File: config.mk
export PLATFORM = sky130hd
export DESIGN_NAME = rbseq_top
export DESIGN_NICKNAME = d
export VERILOG_FILES = /design/src/core/rbseq_pkg.sv /design/src/core/rbseq_sync.sv /design/src/core/rbseq_top.sv
export SDC_FILE = /design/constraint.sdc
export NUM_CORES = 1
export LEC_CHECK = 0
export CORE_MARGIN = 3
export CORE_UTILIZATION = 50
export CTS_BUF_LIST = sky130_fd_sc_hd__clkbuf_4
export CTS_CLUSTER_SIZE = 25
export DETAILED_ROUTE_END_ITERATION = 10
export DONT_BUFFER_PORTS = 1
export HOLD_SLACK_MARGIN = 0.1
export PLACE_DENSITY = 0.64
export SLEW_MARGIN = 5
export SYNTH_ARGS = -nofsm -noshare
export SYNTH_HDL_FRONTEND = slang
export SYNTH_SLANG_ARGS = --single-unit
export TNS_END_PERCENT = 10
File: constraint.sdc
create_clock -name core_clk_in -period 2.05 [get_ports core_clk_in]
set_input_delay 0.41 -clock core_clk_in [delete_from_list [all_inputs] [get_ports core_clk_in]]
set_output_delay 0.41 -clock core_clk_in [all_outputs]
set_load 0.01 [all_outputs]
File: src/core/rbseq_pkg.sv
// Purpose: constants for the reset and start-up sequencer
// Assumes: core clock stands in for the input clock pin
// Notes: quarter-clock unit is two input clock periods
package rbseq_pkg;
   localparam int unsigned CLK_DIV = 8;
   localparam int unsigned QTR_DIV = 2;
   localparam int unsigned PH_W = 3;
   localparam logic [2:0] PH1_RISE = 3'h0;
   localparam logic [2:0] PH1_FALL = 3'h4;
   localparam logic [2:0] PH2_RISE = 3'h2;
   localparam logic [2:0] PH2_FALL = 3'h6;
   localparam logic [2:0] PH_LAST = 3'h7;
   localparam int unsigned IGNORE_PERIODS = 17;
   localparam int unsigned REFRESH_CYCLES = 8;
   localparam int unsigned CNT_W = 5;
   localparam logic [4:0] CNT_ZERO = 5'h00;
   localparam logic [4:0] CNT_ONE = 5'h01;
   typedef enum logic [1:0] {
      RBSEQ_RESET = 2'b00,
      RBSEQ_IGNORE = 2'b01,
      RBSEQ_REFRESH = 2'b10,
      RBSEQ_RUN = 2'b11
   } rbseq_state_t;
endpackage

File: src/core/rbseq_sync.sv
// Purpose: two-flop synchroniser for an asynchronous level
// Assumes: single core clock, clock enable freezes it
// Notes: reset value is a parameter constant
`timescale 1ns/100ps
module rbseq_sync #(
   parameter logic INIT = 1'b1
) (
   // clock and reset
   input wire logic core_clk_in,
   input wire logic rst_n_in,
   input wire logic clk_en_in,
   // level
   input wire logic async_in,
   output logic sync_out
);
   logic meta_r;
   logic sync_r;
   always_ff @(posedge core_clk_in or negedge rst_n_in) begin
      if (!rst_n_in) begin
         meta_r <= INIT;
         sync_r <= INIT;
      end else if (clk_en_in) begin
         meta_r <= async_in;
         sync_r <= meta_r;
      end
   end
   assign sync_out = sync_r;
endmodule

File: src/core/rbseq_top.sv
// Purpose: reset bootstrap sequencer, local clocks and host select gating
// Assumes: core_clk_in is the input clock; pin levels are asynchronous
// Notes: halt control bit released by host_release_in pulse
//
// Notes on behaviour
// - local clock phases are input clock divided by eight
// - only the frequency ratio is guaranteed, not alignment
// - quarter-clock unit equals two input clocks
// - reset and select pass through synchronising latches
// - sample synchronised inputs at phase one falling edge
// - select low at reset end clears halt bit
// - ignore select seventeen local periods after reset rise
// - eight refresh cycles follow reset end
// - after refresh, low select means host access
`timescale 1ns/100ps
module rbseq_top
   import rbseq_pkg::*;
#(
   parameter int unsigned IGNORE_N = rbseq_pkg::IGNORE_PERIODS,
   parameter int unsigned REFRESH_N = rbseq_pkg::REFRESH_CYCLES
) (
   // clock and reset
   input wire logic core_clk_in,
   input wire logic rst_n_in,
   input wire logic clk_en_in,
   // external pins
   input wire logic reset_n_pin_in,
   input wire logic host_select_n_in,
   input wire logic host_release_in,
   // local clocks
   output logic local_clock_phase_one_out,
   output logic local_clock_phase_two_out,
   output logic quarter_tick_out,
   // sequencing status
   output logic device_in_reset_out,
   output logic halt_control_bit_out,
   output logic refresh_strobe_out,
   output logic refreshing_out,
   output logic host_access_sel_out
);
   import rbseq_pkg::*;

   // ****************************************
   // state
   // ****************************************
   typedef struct packed {
      logic [PH_W-1:0] div;
      rbseq_state_t st;
      logic [CNT_W-1:0] cnt;
      logic ph1;
      logic ph2;
      logic rst_smp;
      logic sel_smp;
      logic halt;
      logic ref_stb;
      logic sel;
   } rbseq_regs_t;

   rbseq_regs_t q_r;
   rbseq_regs_t q_nxt;
   logic reset_n_sync;
   logic select_n_sync;
   logic ph1_fall_edge;

   // ****************************************
   // input synchronisers
   // ****************************************
   // both pins are asynchronous, so two flops each before use
   rbseq_sync #(.INIT(1'b0)) u_sync_rst (
      .core_clk_in(core_clk_in),
      .rst_n_in(rst_n_in),
      .clk_en_in(clk_en_in),
      .async_in(reset_n_pin_in),
      .sync_out(reset_n_sync)
   );
   rbseq_sync #(.INIT(1'b1)) u_sync_sel (
      .core_clk_in(core_clk_in),
      .rst_n_in(rst_n_in),
      .clk_en_in(clk_en_in),
      .async_in(host_select_n_in),
      .sync_out(select_n_sync)
   );

   // ****************************************
   // divider and sequencer
   // ****************************************
   function automatic logic at_phase(input logic [PH_W-1:0] d, input logic [PH_W-1:0] p);
      return d == p;
   endfunction

   assign ph1_fall_edge = at_phase(q_r.div, PH1_FALL);

   always_comb begin
      q_nxt = q_r;
      q_nxt.ref_stb = 1'b0;
      // free-running divide by eight; no phase lock to the input edge
      q_nxt.div = (q_r.div == PH_LAST) ? '0 : q_r.div + 1'b1;
      if (at_phase(q_r.div, PH1_RISE)) begin
         q_nxt.ph1 = 1'b1;
      end else if (at_phase(q_r.div, PH1_FALL)) begin
         q_nxt.ph1 = 1'b0;
      end
      // phase two lags phase one by one quarter unit
      if (at_phase(q_r.div, PH2_RISE)) begin
         q_nxt.ph2 = 1'b1;
      end else if (at_phase(q_r.div, PH2_FALL)) begin
         q_nxt.ph2 = 1'b0;
      end
      if (ph1_fall_edge) begin
         q_nxt.rst_smp = reset_n_sync;
         q_nxt.sel_smp = select_n_sync;
         q_nxt.sel = 1'b0;
         unique case (q_r.st)
            RBSEQ_RESET: begin
               if (reset_n_sync) begin
                  // select level at the reset-rise edge picks start mode
                  q_nxt.halt = select_n_sync;
                  q_nxt.st = RBSEQ_IGNORE;
                  q_nxt.cnt = CNT_W'(IGNORE_N - 1);
               end
            end
            RBSEQ_IGNORE: begin
               if (q_r.cnt == CNT_ZERO) begin
                  q_nxt.st = RBSEQ_REFRESH;
                  q_nxt.cnt = CNT_W'(REFRESH_N);
               end else begin
                  q_nxt.cnt = q_r.cnt - CNT_ONE;
               end
            end
            RBSEQ_REFRESH: begin
               q_nxt.ref_stb = 1'b1;
               q_nxt.cnt = q_r.cnt - CNT_ONE;
               if (q_r.cnt == CNT_ONE) begin
                  q_nxt.st = RBSEQ_RUN;
               end
            end
            RBSEQ_RUN: begin
               q_nxt.sel = ~select_n_sync;
            end
         endcase
      end
      if (host_release_in && q_r.st != RBSEQ_RESET) begin
         q_nxt.halt = 1'b0;
      end
      // reset low seen at a sample edge restarts the sequencer state, halt, select and count; the divider keeps running
      if (ph1_fall_edge && !reset_n_sync) begin
         q_nxt.st = RBSEQ_RESET;
         q_nxt.halt = 1'b1;
         q_nxt.sel = 1'b0;
         q_nxt.cnt = CNT_ZERO;
      end
   end

   always_ff @(posedge core_clk_in or negedge rst_n_in) begin
      if (!rst_n_in) begin
         q_r <= '{div: '0, st: RBSEQ_RESET, cnt: '0, ph1: 1'b0, ph2: 1'b0,
                  rst_smp: 1'b0, sel_smp: 1'b1, halt: 1'b1, ref_stb: 1'b0, sel: 1'b0};
      end else if (clk_en_in) begin
         q_r <= q_nxt;
      end
   end

   assign local_clock_phase_one_out = q_r.ph1;
   assign local_clock_phase_two_out = q_r.ph2;
   assign quarter_tick_out = q_r.div[0];
   assign device_in_reset_out = (q_r.st == RBSEQ_RESET);
   assign halt_control_bit_out = q_r.halt;
   assign refresh_strobe_out = q_r.ref_stb;
   assign refreshing_out = (q_r.st == RBSEQ_REFRESH);
   assign host_access_sel_out = q_r.sel;

   // ****************************************
   // checks
   // ****************************************
   property p_ph1_period;
      @(posedge core_clk_in) disable iff (!rst_n_in)
      // eight enabled edges after a rise must bring the next rise
      $rose(q_r.ph1) ##0 clk_en_in [*8] |=> $rose(q_r.ph1);
   endproperty
   a_ph1_period: assert property (p_ph1_period) else $error("phase one period wrong");

   property p_ph2_lag;
      @(posedge core_clk_in) disable iff (!rst_n_in)
      // enable must be high on both updating edges, else the lag stretches
      $rose(q_r.ph1) && clk_en_in ##1 clk_en_in |=> $rose(q_r.ph2);
   endproperty
   a_ph2_lag: assert property (p_ph2_lag) else $error("phase two not one quarter late");

   property p_no_sel_early;
      @(posedge core_clk_in) disable iff (!rst_n_in)
      (q_r.st != RBSEQ_RUN) |-> !host_access_sel_out;
   endproperty
   a_no_sel_early: assert property (p_no_sel_early) else $error("select honoured too early");

   property p_refresh_count;
      @(posedge core_clk_in) disable iff (!rst_n_in)
      (q_r.st == RBSEQ_REFRESH && q_r.cnt == CNT_ONE && ph1_fall_edge && clk_en_in
       && reset_n_sync) |=> (q_r.st == RBSEQ_RUN) && refresh_strobe_out;
   endproperty
   a_refresh_count: assert property (p_refresh_count) else $error("refresh end wrong");

   property p_boot_mode;
      @(posedge core_clk_in) disable iff (!rst_n_in)
      (q_r.st == RBSEQ_RESET && ph1_fall_edge && clk_en_in && reset_n_sync)
      |=> (halt_control_bit_out == $past(select_n_sync));
   endproperty
   a_boot_mode: assert property (p_boot_mode) else $error("start mode mismatch");

   property p_reset_halts;
      @(posedge core_clk_in) disable iff (!rst_n_in)
      (ph1_fall_edge && clk_en_in && !reset_n_sync) |=> halt_control_bit_out && device_in_reset_out;
   endproperty
   a_reset_halts: assert property (p_reset_halts) else $error("reset did not halt");

   property p_sample_edge;
      @(posedge core_clk_in) disable iff (!rst_n_in)
      (clk_en_in && !ph1_fall_edge) |=> $stable(q_r.rst_smp);
   endproperty
   a_sample_edge: assert property (p_sample_edge) else $error("sampled off edge");

   property p_sel_follows;
      @(posedge core_clk_in) disable iff (!rst_n_in)
      (q_r.st == RBSEQ_RUN && ph1_fall_edge && clk_en_in && reset_n_sync)
      |=> host_access_sel_out == !$past(select_n_sync);
   endproperty
   a_sel_follows: assert property (p_sel_follows) else $error("select not followed");

   c_self_boot: cover property (@(posedge core_clk_in) $fell(halt_control_bit_out));
   c_refresh: cover property (@(posedge core_clk_in) $rose(refreshing_out));
   c_run_sel: cover property (@(posedge core_clk_in) $rose(host_access_sel_out));
endmodule

==> results of run 1 <==
metrics by stage:
stage	utilization [%]	worst slack, ns	hold slack, ns	std cells	total power (uW)
after detailed placement	56.7	0.107	0.115	137	1390
after CTS	58.7	0.0902	0.196	142	1600
after global placement	56.7	0.173	0.115	137	1360
final	59.5	0.0741	0.200	144	1620
after floorplan	-	0.242	0.114	108	1200
after global routing	59.5	-0.0296	0.203	144	1760
where the power goes:
group	leakage, uW	internal, uW	switching, uW
clock network	0.0000184	89.0	118
logic	0.000291	354	397
registers	0.000235	504	153
total	0.000544	947	668
cells by family (layout without fill, tap and decap cells):
family | after synthesis | count (layout) | synth area share [%]
compound gates | 25 | 25 | 14.9
fa+ha+maj | 11 | 11 | 12.6
buf+inv | 10 | 19 | 3.43
flops | 19 | 19 | 43.8
mux | 7 | 7 | 7.09
simple gates | 36 | 36 | 18.3
timing repair:
item                       CTS  global route
setup buffers                0             2
setup endpoints to repair    0             4
hold buffers                 1             0
hold endpoints to repair    19             0
synthesized netlist by cell type, drive strengths merged (3+ instances only):
cell type	n
mux2	6
o21ai	10
ha	11
nand2	13
inv	9
nand2b	3
dfrtp	16
nor2	5
a21oi	4
dfstp	3
nor2b	3
final cells by class:
| type | count | area [um^2] | share of cell area, % |
|---|---|---|---|
| Multi-Input combinational cell | 79 | 578 | 48.1 |
| Sequential cell | 19 | 479 | 39.9 |
| Timing Repair Buffer | 6 | 47.5 | 3.95 |
| Inverter | 9 | 33.8 | 2.81 |
| Tap cell | 27 | 33.8 | 2.81 |
| Clock buffer | 4 | 30.0 | 2.50 |
flip-flops by register name (all words and copies together), names as in the netlist:
name	cells
u_sync_sel.meta_r	1
local_clock_phase_one_out	1
refresh_strobe_out	1
q_r	9
quarter_tick_out	1
local_clock_phase_two_out	1
u_sync_rst.sync_out	1
u_sync_sel.sync_out	1
u_sync_rst.meta_r	1
host_access_sel_out	1
halt_control_bit_out	1
worst max path at each step:
stage / to / slack [ns] / depth (start not counted)
final: q_r[11]$_DFFE_PN0P_ / 0.07 / 6
after global routing: q_r[13]$_DFFE_PN0P_ / -0.03 / 6
after CTS: q_r[11]$_DFFE_PN0P_ / 0.09 / 6
after detailed placement: q_r[11]$_DFFE_PN0P_ / 0.11 / 6
after global placement: q_r[12]$_DFFE_PN0P_ / 0.17 / 6
after floorplan: q_r[13]$_DFFE_PN0P_ / 0.24 / 6
per-layer routing:
layer / vias to the layer above / share of wire [%]
met1: 402 / 46
met2: 24 / 47
met3: 4 / 4.7
met4: 0 / 1.9
met5: - / 0
li1: 400 / -
layout by cell type, fill, tap and decap left out:
| cell type | count |
|---|---|
| nand3b_1 | 2 |
| dlygate4sd3_1 | 1 |
| dfstp_2 | 3 |
| a211o_1 | 1 |
| nor3b_1 | 1 |
| inv_1 | 9 |
| o21ai_1 | 1 |
| clkbuf_4 | 4 |
| o211ai_1 | 1 |
| or4_1 | 2 |
| a221oi_2 | 1 |
| ha_1 | 11 |
| a21oi_1 | 4 |
| mux2i_1 | 1 |
| o21ai_0 | 9 |
| nor2b_1 | 3 |
| a22o_1 | 2 |
| o22ai_1 | 1 |
| nor4_1 | 1 |
| a21o_1 | 2 |
| a211oi_1 | 2 |
| mux2_2 | 6 |
| nor2_1 | 5 |
| nor3_1 | 1 |
| nand2b_1 | 3 |
| nand3_1 | 1 |
| dfrtp_1 | 16 |
| o31ai_1 | 1 |
| nor4b_1 | 2 |
| or4b_1 | 1 |
| nand2_1 | 13 |
| or4b_4 | 1 |
| buf_4 | 5 |
==> flow_metrics.tcl, run 1 <==
set metrics [dict create \
    n_fill_cell 189 \
    ys_types 31 \
    path_clk_slew_ns 0.11 \
    synth_top_area_share_pct 36.6 \
    use_met2_pct 27.1 \
    ys_top_cells_by_area "dfrtp_1 (37%), ha_1 (13%), dfstp_2 (7.2%)" \
    vias 830 \
    rows 16 \
    core_um2 2020 \
    reg2regPathDepth 6 \
    cp.required_ns 2.25 \
    critical_path.top_delay_family "compound AO/OA/AOI/OAI gates" \
    drt_iter0_drc 19 \
    outcome "finished clean" \
    crit_buf_inv 1 \
    hp-start "clk_en_in" \
    ys.warnings.count 0 \
    max_freq_ghz 0.506 \
    p_per_area_nw_per_um2 1340 \
    clock_path_buffers 2 \
    start_util_pct 54.1 \
    tightest_slew_ns 0.882 \
    finalClockSkew_ns 0.00432 \
    cts_tree "done" \
    worstPathCellList "inv_1 > ha_1 > or4b_4 > a21oi_1 > a211oi_1 > a211o_1" \
    diodes 0 \
    dieHeight_um 52.8 \
    wl_per_cell_um 14.9 \
    hold_class "input pin to flip-flop" \
    cap_violations 0 \
    cts_buffers 3 \
    p_leak_uw 0.000544 \
    rsz0062_at_grt "true" \
    grt_usage_pct 17.9 \
    hold_end "quarter_tick_out$_DFFE_PN0P_" \
    place_congestion 0.833 \
    async_reset_ff_share_pct 100 \
    max-slew-margin-rel_pct 41.0 \
    period_share_pct 96.4 \
    avgViaCountPerCell 5.76 \
    clkSinkCount 19 \
    die_x_um 52.8 \
    syn_area_um2 1090 \
    h-tree-depth 1 \
    crit_type "flip-flop to flip-flop" \
    cts_root_buf "clkbuf_4" \
    grt_pass1_wl_um 3590 \
    final_cell_area_um2 1200 \
    use_met3_pct 2.85 \
    ios 14 \
    drc 0 \
    cts_resized 0 \
    finalCriticalPeriod_ns 1.98 \
    synth-edff-count 0 \
    drive_above_1_share_pct 17.1 \
    firstDrtPassIters 4 \
    crit_path_max_fanout 5 \
    die_area_um2 2790 \
    grt_use_met1_pct 24.3 \
    io_buffers 0 \
    finalNetCount 135 \
    syn_inst 108 \
    ant_nets 0 \
    avgSynthCellArea_um2 10.1 \
    ys.flop_type "dfrtp_1" \
    max_stage_delay_ns 0.48 \
    startpoint "q_r[7]$_DFFE_PN0P_" \
    arrival_ns 2.17 \
    holdPathStages 1 \
    gr-total-overflow 0 \
    r2r_start "q_r[7]$_DFFE_PN0P_" \
    setup_violations 0 \
    areaGrowthSynthToFinish_pct 9.83 \
    reg2reg_to "q_r[11]$_DFFE_PN0P_" \
    endpoint_kind "flip-flop" \
    tns_ns 0 \
    cp-start-kind "flip-flop" \
    yosysSeqAreaShare_pct 43.8 \
    place_hpwl_um 1580 \
    final_max_slew_viol_count 0 \
    hold_viol 0 \
    synthesis.nets 125 \
    placed_area_um2 1150 \
    critPathSlowestCell "or4b_4" \
    yosys.area.top_type "dfrtp_1" \
    busiest_layer "met2" \
    clkLatencyLatePin_ns 0.30 \
    wirelength_um 2150 \
    ir_drop_v 0.000771 \
    synth_seq_cells 19 \
    grt_max_degree 20 \
    reg2reg_slack_ns 0.07 \
    antenna_found_initial 0 \
    grt_pass1_vias 811 \
]
(Power assumes the default switching activity.)
==> run 2, diff against run 1 <==
Settings changed: SETUP_SLACK_MARGIN set to 0.2.
==> run 2 against run 1 <==
Via count increased by 1.2%; final cell count increased by 0.69%; clock power about the same; worst setup slack improved by 0.14 ns; register-to-register slack improved by 0.14 ns; power increased by 10%; fmax increased by 7.4%; combinational power increased by 21%; sequential share of layout area decreased by 2.2 points.
==> flow_metrics.tcl, run 2 (synthesis gave the netlist of run 1 again) <==
set metrics [dict create \
    p_leak_uw 0.000554 \
    die_area_um2 2790 \
    die_x_um 52.8 \
    finalCriticalPeriod_ns 1.84 \
    max_freq_ghz 0.544 \
    cp.required_ns 2.27 \
    clkLatencyLatePin_ns 0.30 \
    cts_buffers 3 \
    wl_per_cell_um 15.4 \
    n_fill_cell 175 \
    gr-total-overflow 0 \
    finalClockSkew_ns 0.00471 \
    antenna_found_initial 0 \
    drive_above_1_share_pct 26.3 \
    rsz0062_at_grt "true" \
    ios 14 \
    critPathSlowestCell "or4_1" \
    areaGrowthSynthToFinish_pct 16.7 \
    wirelength_um 2240 \
    period_share_pct 89.7 \
    arrival_ns 2.06 \
    grt_max_degree 20 \
    ir_drop_v 0.000748 \
    final_max_slew_viol_count 0 \
    p_per_area_nw_per_um2 1390 \
    grt_pass1_vias 829 \
    cts_tree "done" \
    h-tree-depth 1 \
    cp-start-kind "flip-flop" \
    crit_path_max_fanout 9 \
    core_um2 2020 \
    tns_ns 0 \
    avgViaCountPerCell 5.79 \
    clkSinkCount 19 \
    worstPathCellList "inv_1 > ha_4 > nor2_1 > a21o_4 > or4_1 > o21ai_0" \
    grt_usage_pct 18.2 \
    endpoint_kind "flip-flop" \
    cts_root_buf "clkbuf_4" \
    hold_class "input pin to flip-flop" \
    hold_viol 0 \
    largest_reg_flops 9 \
    diodes 0 \
    drt_iter0_drc 11 \
    place_congestion 0.833 \
    dieHeight_um 52.8 \
    crit_type "flip-flop to flip-flop" \
    place_hpwl_um 1580 \
    critical_path.top_delay_family "simple AND/OR/NAND/NOR gates" \
    vias 840 \
    max_stage_delay_ns 0.50 \
    cap_violations 0 \
    outcome "finished clean" \
    clock_path_buffers 2 \
    post-place-cells 137 \
    instances_no_fill 145 \
    top_register "q_r" \
    path_clk_slew_ns 0.11 \
    finalNetCount 136 \
    tightest_slew_ns 0.878 \
    ant_nets 0 \
    setup_violations 0 \
    max-slew-margin-rel_pct 41.3 \
    rows 16 \
    drc 0 \
    layout_common_cells "dfrtp_1 (15), nand2_1 (13), o21ai_0 (9), inv_1 (7), ha_1 (7)" \
    io_buffers 0 \
    final_common_cell "dfrtp_1" \
    crit_buf_inv 1 \
    firstDrtPassIters 4 \
    grt_pass1_wl_um 3650 \
    start_util_pct 54.1 \
]
[run 2: changes by cell type in the layout (fill, tap and decap cells not counted), sizes merged]
cell / delta
buf: +1
[run 2: power breakdown]
| part | switching, uW | leakage [uW] | internal (uW) |
|---|---|---|---|
| logic | 465 | 0.000301 | 444 |
| registers | 159 | 0.000234 | 505 |
| clock network | 118 | 0.0000184 | 89.0 |
[run 2: layout make-up]
class	instances	area, um^2	share of cell area (%)
multi-input combinational	79	644	50.4
sequential	19	480	37.6
timing repair buffer	7	55.1	4.31
inverter	9	33.8	2.64
tap	27	33.8	2.64
clock buffer	4	30.0	2.35
[run 2: worst register-to-register path: stages (launching register included)]
cell and delay (ns):
dfrtp_1 0.44, inv_1 0.17, ha_4 0.21, nor2_1 0.09, a21o_4 0.26, or4_1 0.50, o21ai_0 0.10
[run 2: routing by layer]
metal	routed length (um)	share of wire (%)	up-vias	global-route usage, %
li1	-	-	405	-
met1	1030	46	412	24.7
met2	1070	48	17	27.7
met3	87	3.9	6	2.85
met4	53	2.4	0	9.36
met5	0	0	-	0
[run 2: path summary, 6_finish.rpt]
kind | slack, ns | startpoint | endpoint | cells after the start
min in group asynchronous | 0.66 | rst_n_in | local_clock_phase_one_out$_DFFE_PN0P_ | 1
max | 0.21 | q_r[13]$_DFFE_PN0P_ | q_r[8]$_DFFE_PN0P_ | 6
max in group asynchronous | 0.79 | rst_n_in | quarter_tick_out$_DFFE_PN0P_ | 1
min | 0.19 | clk_en_in | quarter_tick_out$_DFFE_PN0P_ | 1
max reg2reg | 0.21 | q_r[13]$_DFFE_PN0P_ | q_r[8]$_DFFE_PN0P_ | 6
min reg2reg | 0.54 | u_sync_rst.meta_r$_DFFE_PN0P_ | u_sync_rst.sync_out$_DFFE_PN0P_ | 1
[run 2: timing repair]
| action | 4_1_cts | 5_1_grt |
|---|---|---|
| pin swaps | 2 | 1 |
| endpoints found under the hold margin | 19 | 0 |
| buffers inserted | 2 | 1 |
| hold buffers | 1 | 0 |
| endpoints found under the setup margin | 6 | 6 |
| resized for setup | 6 | 9 |
[run 2: per-stage QoR]
| stage | power, uW | setup slack (ns) | hold WS [ns] | instance area [um^2] | utilization (%) |
|---|---|---|---|---|---|
| 6_report | 1780 | 0.211 | 0.194 | 1280 | 63.2 |
| 3_3_place_gp | 1360 | 0.173 | 0.115 | 1150 | 56.7 |
| 4_1_cts | 1650 | 0.193 | 0.196 | 1210 | 60.1 |
| 3_5_place_dp | 1390 | 0.107 | 0.115 | 1150 | 56.7 |
| 5_1_grt | 1920 | 0.136 | 0.200 | 1280 | 63.2 |
| 2_1_floorplan | 1200 | 0.242 | 0.114 | 1090 | - |
